--- src/hdl/supply_seq_pkg.sv ---
/*
 * shared types and timing constants for the supply monitor reset sequencer.
 * assumes a single 100 MHz system clock; all rail trip inputs are already
 * synchronous to that clock.
 */
package supply_seq_pkg;

    // ----------------------------------------------------------------
    // rail trip detector bundle
    // ----------------------------------------------------------------
    // one independent detector per configuration-related rail, high = above trip
    typedef struct packed {
        logic core;        // external core rail or regulated single-supply core
        logic aux;         // auxiliary_supply_rail
        logic io_bank_1b;  // i/o supply of bank 1b
        logic io_bank_8;   // i/o supply of bank 8
    } rail_trip_t;

    // ----------------------------------------------------------------
    // sequencer states
    // ----------------------------------------------------------------
    typedef enum {
        st_wait_rails,
        st_delay,
        st_user
    } seq_state_t;

    // ----------------------------------------------------------------
    // timing
    // ----------------------------------------------------------------
    localparam int CNT_W = 32;
    localparam int CLK_PERIOD_NS = 10;
    // supply_ramp_window, standard and fast reset delay (plain defaults)
    localparam int RAMP_WINDOW_US = 10000;
    localparam int STD_DELAY_US = 100;
    localparam int FAST_DELAY_US = 4;
    // instant-on i/o supply watch after the last rail trips
    localparam int IO_WATCH_MS = 9;

    localparam int RAMP_WINDOW_CYC = RAMP_WINDOW_US * 1000 / CLK_PERIOD_NS;
    localparam int STD_DELAY_CYC = STD_DELAY_US * 1000 / CLK_PERIOD_NS;
    localparam int FAST_DELAY_CYC = FAST_DELAY_US * 1000 / CLK_PERIOD_NS;
    localparam int IO_WATCH_CYC = IO_WATCH_MS * 1000000 / CLK_PERIOD_NS;

endpackage

--- src/hdl/supply_monitor_reset_sequencer.sv ---
/*
 * power-on reset sequencer: holds the device in reset until all monitored
 * rails have tripped, then releases after a standard or fast delay, or at
 * once with instant-on. watches for brown-out in user mode.
 * assumes trip inputs and option pins are synchronous to clk_sys.
 */
// Summary of operation
// - hold reset until every monitored rail is up within the ramp window
// - on a missed ramp window keep pins and programming registers high-z
// - monitor core, auxiliary and bank 1b/8 i/o rails; pll, converter, internal not
// - each rail has its own detector; all of them gate the main reset
// - configuration may not start until every detector has released
// - release reset after the last rail trips plus a reset delay
// - standard delay by default; an option selects the fast delay
// - configuration bank i/o supplies must be up before configuration starts
// - keep watching core and auxiliary rails in user mode
// - core or auxiliary drop in user mode reasserts the main reset
// - an i/o rail drop in user mode does not reset the device outside the instant-on watch
// - with instant-on, watch i/o drops up to 9 ms after last trip
// - with instant-on, enter configuration as soon as all rails trip
// - instant-on release loads the design from internal configuration flash
`timescale 1ns/1ps
module supply_monitor_reset_sequencer
    import supply_seq_pkg::*;
#(
    parameter logic [CNT_W-1:0] RAMP_WINDOW_CYCLES = CNT_W'(RAMP_WINDOW_CYC),
    parameter logic [CNT_W-1:0] STD_DELAY_CYCLES = CNT_W'(STD_DELAY_CYC),
    parameter logic [CNT_W-1:0] FAST_DELAY_CYCLES = CNT_W'(FAST_DELAY_CYC),
    parameter logic [CNT_W-1:0] IO_WATCH_CYCLES = CNT_W'(IO_WATCH_CYC)
)
(
    input wire logic clk_sys,
    input wire logic reset,
    input wire rail_trip_t rail_trip,
    input wire logic fast_delay_sel,
    input wire logic instant_on_en,
    output logic main_reset_ff,
    output logic config_enable_ff,
    output logic load_internal_config_flash_ff,
    output logic io_hiz_ff,
    output logic ramp_fail_ff,
    output logic brownout_ff,
    output logic io_drop_ff
);

    // ----------------------------------------------------------------
    // rail combination
    // ----------------------------------------------------------------
    // pll, converter and internal digital rails have no input here at all
    logic all_tripped;
    logic core_aux_ok;
    logic io_ok;
    logic [CNT_W-1:0] dly_term;

    // every detector must release before the main reset may go
    assign all_tripped = rail_trip.core & rail_trip.aux & rail_trip.io_bank_1b & rail_trip.io_bank_8;
    assign core_aux_ok = rail_trip.core & rail_trip.aux;
    assign io_ok = rail_trip.io_bank_1b & rail_trip.io_bank_8;
    // terminal count picked by the delay option, standard unless fast is asked
    assign dly_term = fast_delay_sel ? FAST_DELAY_CYCLES : STD_DELAY_CYCLES;

    // ----------------------------------------------------------------
    // sequencer state
    // ----------------------------------------------------------------
    seq_state_t state_ff;
    seq_state_t nxt_state;
    logic [CNT_W-1:0] cnt_ff;
    logic [CNT_W-1:0] nxt_cnt;
    logic [CNT_W-1:0] watch_cnt_ff;
    logic [CNT_W-1:0] nxt_watch_cnt;
    logic nxt_ramp_fail;
    logic nxt_brownout;
    logic nxt_io_drop;
    logic nxt_flash;

    // next-state logic; cnt_ff times the ramp window while waiting and the
    // reset delay afterwards, since the two never run together
    always_comb
    begin
        nxt_state = state_ff;
        nxt_cnt = cnt_ff;
        nxt_watch_cnt = watch_cnt_ff;
        nxt_ramp_fail = ramp_fail_ff;
        nxt_brownout = brownout_ff;
        nxt_io_drop = io_drop_ff;
        nxt_flash = load_internal_config_flash_ff;
        case (state_ff)
            st_wait_rails:
            begin
                nxt_flash = 1'b0;
                if (ramp_fail_ff)
                begin
                    // missed window: stay put until an external reset
                    nxt_state = st_wait_rails;
                end
                else if (all_tripped)
                begin
                    nxt_cnt = '0;
                    if (instant_on_en)
                    begin
                        // skip the delay entirely and arm the i/o watch
                        nxt_state = st_user;
                        nxt_flash = 1'b1;
                        nxt_watch_cnt = IO_WATCH_CYCLES;
                    end
                    else
                    begin
                        nxt_state = st_delay;
                    end
                end
                else if (cnt_ff == RAMP_WINDOW_CYCLES - 1'b1)
                begin
                    nxt_ramp_fail = 1'b1;
                end
                else
                begin
                    nxt_cnt = cnt_ff + 1'b1;
                end
            end
            st_delay:
            begin
                if (!all_tripped)
                begin
                    // a rail fell back during the delay: start over
                    nxt_state = st_wait_rails;
                    nxt_cnt = '0;
                end
                else if (cnt_ff >= dly_term - 1'b1)
                begin
                    nxt_state = st_user;
                end
                else
                begin
                    nxt_cnt = cnt_ff + 1'b1;
                end
            end
            st_user:
            begin
                if (watch_cnt_ff != '0)
                begin
                    nxt_watch_cnt = watch_cnt_ff - 1'b1;
                end
                if (!core_aux_ok)
                begin
                    nxt_state = st_wait_rails;
                    nxt_brownout = 1'b1;
                    nxt_flash = 1'b0; // no flash load may be flagged while reset is back on
                    nxt_cnt = '0;
                    nxt_watch_cnt = '0;
                end
                else if (!io_ok && watch_cnt_ff != '0)
                begin
                    // only inside the instant-on watch does an i/o drop count
                    nxt_state = st_wait_rails;
                    nxt_io_drop = 1'b1;
                    nxt_flash = 1'b0;
                    nxt_cnt = '0;
                    nxt_watch_cnt = '0;
                end
                // otherwise an i/o drop is ignored
            end
            default:
            begin
                nxt_state = st_wait_rails;
                nxt_cnt = '0;
            end
        endcase
    end

    // registers; outputs decode the next state so they come straight from flops
    always_ff @(posedge clk_sys)
    begin
        if (reset)
        begin
            state_ff <= st_wait_rails;
            cnt_ff <= '0;
            watch_cnt_ff <= '0;
            ramp_fail_ff <= 1'b0;
            brownout_ff <= 1'b0;
            io_drop_ff <= 1'b0;
            load_internal_config_flash_ff <= 1'b0;
            main_reset_ff <= 1'b1;
            config_enable_ff <= 1'b0;
            io_hiz_ff <= 1'b1;
        end
        else
        begin
            state_ff <= nxt_state;
            cnt_ff <= nxt_cnt;
            watch_cnt_ff <= nxt_watch_cnt;
            ramp_fail_ff <= nxt_ramp_fail;
            brownout_ff <= nxt_brownout;
            io_drop_ff <= nxt_io_drop;
            load_internal_config_flash_ff <= nxt_flash;
            main_reset_ff <= (nxt_state != st_user);
            config_enable_ff <= (nxt_state == st_user);
            io_hiz_ff <= (nxt_state != st_user) || nxt_ramp_fail;
        end
    end
endmodule

--- config.mk ---
export PLATFORM = sky130hd
export DESIGN_NAME = supply_monitor_reset_sequencer
export DESIGN_NICKNAME = d
export VERILOG_FILES = /design/src/hdl/supply_seq_pkg.sv /design/src/hdl/supply_monitor_reset_sequencer.sv
export SDC_FILE = /design/constraint.sdc
export NUM_CORES = 1
export LEC_CHECK = 0
export BUFFER_PORTS_ARGS = -buffer_cell sky130_fd_sc_hd__buf_4
export CAP_MARGIN = 20
export CELL_PAD_IN_SITES_DETAIL_PLACEMENT = 1
export CELL_PAD_IN_SITES_GLOBAL_PLACEMENT = 1
export CORE_UTILIZATION = 35
export CTS_CLUSTER_SIZE = 10
export DETAILED_ROUTE_END_ITERATION = 10
export GPL_TIMING_DRIVEN = 0
export PLACE_DENSITY_LB_ADDON = 0.1
export SYNTH_ARGS = -nofsm -noshare
export SYNTH_HDL_FRONTEND = slang
export SYNTH_SLANG_ARGS = --single-unit
--- constraint.sdc ---
create_clock -name clk_sys -period 3.2 [get_ports clk_sys]
set_clock_uncertainty 0.05 [all_clocks]
set_input_delay 0.32 -clock clk_sys [delete_from_list [all_inputs] [get_ports clk_sys]]
set_output_delay 0.32 -clock clk_sys [all_outputs]
set_load 0.1 [all_outputs]
# Word level (Yosys, flattened, before mapping)
# Cells that the tools add are included.
dict set report totals {
  input_bits 8
  output_inout_bits 7
  ff_bits 103
  word_cells 76
}
dict set report op_classes {
  n_reduce_logical 11
  eq_ne 12
  bitwise 5
  n_lt_le_gt_ge 1
  n_mux 34
  n_addsub 3
}
# cell count
set ops {}
lappend ops {{32-bit two-way mux} 19}
lappend ops {{32-bit one-hot mux with 3 select lines} 2}
lappend ops {{32-bit one-hot mux with 2 select lines} 1}
lappend ops {{32-bit by 1-bit adder with 32-bit output (second input constant)} 1}
lappend ops {{32-bit by 1-bit equality test with 1-bit output (second input constant)} 1}
lappend ops {{32-bit by 2-bit equality test with 1-bit output (second input constant)} 1}
lappend ops {{32-bit by 20-bit equality test with 1-bit output (second input constant)} 1}
lappend ops {{32-bit by 3-bit equality test with 1-bit output (second input constant)} 1}
lappend ops {{32-bit greater-or-equal comparator} 1}
lappend ops {{32-bit logical NOT} 1}
lappend ops {{32-bit by 3-bit inequality test with 1-bit output (second input constant)} 1}
lappend ops {{32-bit nonzero test} 1}
lappend ops {{32-bit by 1-bit subtractor with 32-bit output (second input constant)} 1}
lappend ops {{14-bit by 1-bit subtractor with 15-bit output (second input constant)} 1}
lappend ops {{14-bit two-way mux} 1}
lappend ops {{1-bit two-way mux} 9}
lappend ops {{3-bit inequality test (second input constant)} 3}
lappend ops {{2-bit inequality test (second input constant)} 3}
lappend ops {{5-bit AND reduction} 1}
lappend ops {{1-bit bitwise AND} 4}
lappend ops {{4-bit inequality test (second input constant)} 1}
lappend ops {{2-bit AND reduction} 2}
lappend ops {{4-bit AND reduction} 1}
lappend ops {{3-bit AND reduction} 1}
lappend ops {{other kinds (7)} 7}

# Logic depth before layout (Yosys ltp)
# Gate-level depths: netlist of the first run.
dict set report depth {
  word_depth 8
  ltp_mapped 10
  ltp_nobuf 8
}

# Worst setup path after synthesis of the first run
# Ideal clock, no wire load.
dict set report synth_timing {
  kind {reg2reg}
  startpoint {reg cnt_ff[0]}
  endpoint {reg cnt_ff[23]}
  stages_incl_launch_ff 10
  synth_period_minus_slack_ns 2.529
  n_path_buf 1
  slack_ns 0.671
  arrival_ns 2.407
  setup_time_ns 0.072
  required_ns 3.078
  cell_sequence {dfxtp_1 > ha_1 > and3_1 > o41ai_1 > a21oi_1 > o311ai_4 > o21ai_1 > buf_4 > or4_1 > a21oi_1}
}
dict set report synth_via {
  elab_chain_len 5
  elab_cells_between_ends 12
  classes_between {add/sub (1); order compare (1); eq/ne (3); mux (6); reduce/logical (1)}
}
# element line_no
set synth_rtl {}
lappend synth_rtl {{start: declaration} supply_monitor_reset_sequencer.sv:67} ;# logic [CNT_W-1:0] cnt_ff;
lappend synth_rtl {{start signal: assignment} supply_monitor_reset_sequencer.sv:189} ;# cnt_ff <= nxt_cnt;
lappend synth_rtl {{32-bit by 1-bit adder with 32-bit output} {supply_monitor_reset_sequencer.sv:117, supply_monitor_reset_sequencer.sv:134}}
lappend synth_rtl {{32-bit two-way mux} supply_monitor_reset_sequencer.sv:111} ;# else if (cnt_ff == RAMP_WINDOW_CYCLES - 1'b1)
lappend synth_rtl {{32-bit two-way mux} supply_monitor_reset_sequencer.sv:96} ;# else if (all_tripped)
lappend synth_rtl {{32-bit two-way mux} supply_monitor_reset_sequencer.sv:91} ;# if (ramp_fail_ff)
lappend synth_rtl {{32-bit one-hot mux with 3 select lines} supply_monitor_reset_sequencer.sv:87} ;# case (state_ff)
# Several ways; a longest one is shown, not always the timed one. The select of a mux whose other input is x is not followed.
# A chain may end at the register's enable or synchronous reset.

# Worst setup path after layout of the first run
dict set report layout_timing {
  startpoint {reg cnt_ff[15]}
  endpoint {reg cnt_ff[9]}
}
dict set report layout_via {
  elab_chain_len 3
  elab_cells_between_ends 5
  classes_between {order compare (1); eq/ne (3); reduce/logical (1)}
}
# element line_no
set layout_rtl {}
lappend layout_rtl {{32-bit greater-or-equal comparator or 32-bit by 20-bit equality test with 1-bit output (tied branches)} {supply_monitor_reset_sequencer.sv:128, supply_monitor_reset_sequencer.sv:111}}
lappend layout_rtl {{3-bit inequality test (no source line)} --}
lappend layout_rtl {{4-bit AND reduction (no source line) (*)} --}
# Mark *: on every way between the ends. The rest lies on a longest branch, timed or not.

==> results of run 1 <==
## sequential cells by signal (all words and copies together) (netlist names)
signal and flops:
state_ff 32, watch_cnt_ff 32, config_enable_ff 1, main_reset_ff 1, io_drop_ff 1, ramp_fail_ff 1
load_internal_config_flash_ff 1, cnt_ff 32, io_hiz_ff 1, brownout_ff 1
## metal layers
metal	track usage [%]	part of all wire, %
met1	28.68	53
met3	2.729	1.7
met4	7.342	1.7
met2	27.92	44
met5	0	0
## critical path, delay by kind of cell, from the launching register on
kind / cells / cell delay [ns]
simple gates: 4 / 1.39
buf+inv: 1 / 0.25
flops: 1 / 0.37
compound gates: 2 / 0.69
xor+xnor: 1 / 0.17
## final timing paths
check	startpoint	to	slack, ns	cells after the start
hold reg to reg	watch_cnt_ff[7]	watch_cnt_ff[7]	0.41	2
setup / recovery	cnt_ff[15]	cnt_ff[9]	0.16	8
hold / removal	rail_trip[1]	io_drop_ff	0.33	4
setup reg to reg	cnt_ff[15]	cnt_ff[9]	0.16	8
## power breakdown
group          total, uW  internal, uW  switching (uW)
Combinational       48.0          15.3            32.7
Sequential          1310          1300            5.16
Clock               1120           561             557
## area by class of cell
type,instances,area [um2]
Buffer,22,110.1
Timing Repair Buffer,13,97.59
Sequential cell,103,2062
Tap cell,172,215.2
Fill cell,1535,7392
Clock buffer,9,225.2
Inverter,12,45.04
Clock inverter,7,86.33
Multi-Input combinational cell,421,2540
## logic make-up after synthesis
| group | Yosys count | share of synthesized area, % |
|---|---|---|
| buf+inv | 34 | 3.316 |
| other cells | 1 | 0.08081 |
| simple gates | 239 | 29.01 |
| fa+ha+maj | 6 | 1.618 |
| xor+xnor | 22 | 4.152 |
| compound gates | 124 | 17.39 |
| flops | 103 | 44.43 |
## synthesized netlist by cell type (2+ instances only)
library cell,number
a22oi_1,2
a21oi_1,40
o21ai_2,7
ha_1,6
nor4_1,19
or3_1,27
inv_1,12
a31oi_1,3
o21bai_1,2
nor2b_1,2
xnor2_1,10
dfxtp_1,103
and3_1,11
nor4_2,2
nor3b_1,2
nand3b_1,2
nand3_1,24
or4_1,8
buf_2,3
nand4b_1,2
nand4_1,18
or2_2,2
and4_1,4
buf_4,2
o21ai_1,20
a211oi_1,3
o31ai_1,4
buf_6,2
and2_1,4
nor3_1,24
xor2_1,12
nor2_1,46
nand2_1,31
clkbuf_1,15
nor4b_1,3
a21oi_2,8
o21ai_0,23
## timing repair
action                                  4_1_cts  5_1_grt
resized for setup                             0        3
endpoints found under the setup margin        0       20
hold buffers                                  0        0
## per-stage QoR
stage                     cell area [um2]  total power [uW]  utilization (%)  std cells  hold WS, ns
final                                5381              2472            42.13        759       0.3333
after global routing                 5381              2566            42.13        759       0.3545
after CTS                            5374              2515            42.07        759       0.3144
after detailed placement             5062              1384            39.63        743       0.4047
after global placement               5062              1382            39.63        743       0.3882
after floorplan                      4750              1363                -        558       0.3764
==> reports/metrics.cfg, run 1 <==
[logic_synthesis]
synth.distinct_cells=58
yosysWarnings=0
synth_cells=529
synth_area_leader_cell=dfxtp_1
async_reset_ff_share_pct=0
yosysTopAreaCellShare_pct=44.43
synth_area_leaders=dfxtp_1 44%, a21oi_1 4.3%, nor2_1 3.7%
synth-main-ff-cell=dfxtp_1
synth_seq_cells=103
yosysSeqAreaShare_pct=44.43
syn_area_per_cell_um2=8.773
synth_edf_count=0
synth_area_um2=4641

[drt]
wl_mm=12.14
drc=0
antenna_left=0
vias_per_cell=5.340
first_pass_iters=4
dr_total_vias=4053
wl_per_cell_um=16.00
drtIter0Drc=240

[global_routing]
grt_max_degree=22
grt_pass1_wl_mm=20.09
grt_usage_pct=19.27
grt_pass1_vias=3869
grt_overflow=0
antenna_found_initial=0

[die]
die_height_um=117.2
die_area_um2=13720
io_pins=15
die_width_um=117.2
placementRows=41
coreArea_um2=12770
initial_core_util_pct=36.33

[setup_path]
required_ns=3.37
critPathKind=reg2reg
start_kind=flip-flop
crit_fanout=10
critPathMaxStageDelay_ns=0.51
crit_arrival_ns=3.21
endpoint_kind=flip-flop
slowest_stage=nor4_1
crit_chain=nor4_1 > nand4_1 > nor4_2 > o31ai_1 > o211ai_2 > buf_6 > xor2_1 > nor2_1

[clock_tree]
path_clk_slew_ns=0.08
cts_buffers=9
cts_tree=done
cts.path.max_buffers=2
cts_root_buf=clkbuf_16
cts_num_sinks=103
postCtsSetupBuffers=0
htree_levels=3
clk_latency_ns=0.36

[layout]
final_common_cell=dfxtp_1
syn_to_final_growth_pct=15.96
diodes=0
final_layout_size_suffix_gt1_share_pct=11.93
nets=596
final_cell_mix=103 x dfxtp_1, 46 x nor2_1, 40 x a21oi_1, 31 x nand2_1, 30 x conb_1

[timing]
rsz0062_at_grt=no
final-setup-viol-count=0
drv_slew=0
fin_tns_setup_ns=0
max_freq_ghz=0.3292
slew_headroom_pct=56.70
finalHoldViolations=0
max_slew.worst_pin.slew_ns=0.6440
setup_slack_ns=0.1623
fin_crit_ns=3.038
finalCritPeriodShare_pct=94.93

[outcome]
status=completed

[placed_design]
place_ws_ns=0.1115
dp_hpwl_mm=8.908
portBuffers=13
gp_congestion=0.7498

[flow_run]
cap_viol_max_count=0

[pwr]
power_density_nw_per_um2=459.3
ir_worst_vdd_mv=0.2534
p_leak_uw=0.001833

[min_path]
hold_path_class=in2reg

Note: power is estimated with default switching activity, not from simulation.
==> run 2: changes to the inputs <==
- CELL_PAD_IN_SITES_DETAIL_PLACEMENT: 1 -> 0
==> reports/metrics.cfg, run 2 (same netlist as run 1, synthesis figures left out) <==
[timing]
fin_tns_setup_ns=0
fin_crit_ns=2.990
max_slew.worst_pin.slew_ns=0.6846
drv_slew=0
setup_slack_ns=0.2104
finalHoldViolations=0
rsz0062_at_grt=no
max_freq_ghz=0.3345
slew_headroom_pct=53.97
final-setup-viol-count=0
finalCritPeriodShare_pct=93.42

[die]
initial_core_util_pct=36.33
io_pins=15
placementRows=41
die_width_um=117.2
die_height_um=117.2
die_area_um2=13720
coreArea_um2=12770

[pwr]
p_int_uw=1869
netSwitchingPower_uw=585.3
power_density_nw_per_um2=457.4
p_leak_uw=0.001826
power_frac_clock_pct=44.9
ir_worst_vdd_mv=0.3077
p_comb_share_pct=1.9
switching_share_pct=23.85
seq_power_share_pct=53.2

[global_routing]
grt_pass1_vias=3592
grt_max_degree=20
antenna_found_initial=0
grt_pass1_wl_mm=18.64
grt_overflow=0
grt_usage_pct=18.00

[outcome]
status=completed

[clock_tree]
cts-resized-gates=0
cts_tree=done
cts_buffers=9
cts.path.max_buffers=2
path_clk_slew_ns=0.08
htree_levels=3
cts_root_buf=clkbuf_16
clk_latency_ns=0.36
cts_num_sinks=103
postCtsSetupBuffers=0
postCtsHoldBufs=0

[drt]
wl_mm=11.33
dr_total_vias=3957
drc=0
wl_per_cell_um=14.93
first_pass_iters=4
drtIter0Drc=294
vias_per_cell=5.213
antenna_left=0

[min_path]
hold_path_class=in2reg

[layout]
final_cell_mix=103 x dfxtp_1, 46 x nor2_1, 40 x a21oi_1, 31 x nand2_1, 30 x conb_1
n_fill_cell=1293
diodes=0
final_layout_size_suffix_gt1_share_pct=11.75
final_common_cell=dfxtp_1
top_regs=cnt_ff x32, state_ff x32, watch_cnt_ff x32
syn_to_final_growth_pct=15.61
nets=596
utilization_pct=42.00

[setup_path]
critPathKind=reg2reg
endpoint_kind=flip-flop
start_kind=flip-flop
required_ns=3.43
crit_fanout=10
crit_arrival_ns=3.22

[flow_run]
cap_viol_max_count=0

[placed_design]
portBuffers=13
dp_hpwl_mm=8.026
place_ws_ns=0.03404
gp_congestion=0.7498

==> run 2: changes by cell type in the layout (fill, tap and decap cells not counted), sizes merged <==
cell,before,now
clkinv,4,1
clkbuf,24,25
inv,15,17
==> run 2: final cells by class <==
class,count,area [um2],area share (%)
clock inverter,6,60.06,1.119
inverter,12,45.04,0.8396
timing repair buffer,13,97.59,1.819
multi-input combinational,421,2546,47.46
clock buffer,10,229.0,4.268
buffer,22,110.1,2.052
sequential,103,2062,38.43
tap,172,215.2,4.011
==> run 2: path summary, 6_finish.rpt <==
path / startpoint / to / slack, ns / cells past startpoint
min reg2reg: watch_cnt_ff[11] / watch_cnt_ff[11] / 0.40 / 2
min: instant_on_en / state_ff[0] / 0.31 / 4
max: cnt_ff[15] / cnt_ff[29] / 0.21 / 7
max reg2reg: cnt_ff[15] / cnt_ff[29] / 0.21 / 7
==> run 2: power groups by stage <==
stage	Sequential [uW]	Clock [uW]	Combinational, uW
CTS	1310	1140	46.8
detailed placement	1340	0	46.6
finish	1310	1100	47.3
global route	1310	1190	54.7
global placement	1340	0	46.0
floorplan	1330	0	28.2
==> run 2: routing by layer <==
metal	up-vias	track usage, %	share of wire, %
met1	1852	26.99	54
met4	0	5.063	0.98
li1	2036	-	-
met2	63	24.78	41
met5	-	0	0
met3	6	4.995	4.3
==> run 2: metrics by stage <==
step	cell area (um2)	power [uW]	hold WS [ns]	std cells
2_1_floorplan	4750	1363	0.3764	558
6_report	5365	2454	0.3115	759
3_5_place_dp	5062	1383	0.3990	743
3_3_place_gp	5062	1382	0.3882	743
5_1_grt	5365	2550	0.3084	759
4_1_cts	5351	2489	0.2839	759
==> run 2: worst max-delay path, stage by stage (launching register included) <==
cell      delay (ns)
dfxtp_1         0.37
nor4_1          0.50
nand4_1         0.39
o311ai_4        0.54
o211ai_2        0.31
buf_6           0.25
or3_1           0.37
a21oi_2         0.13
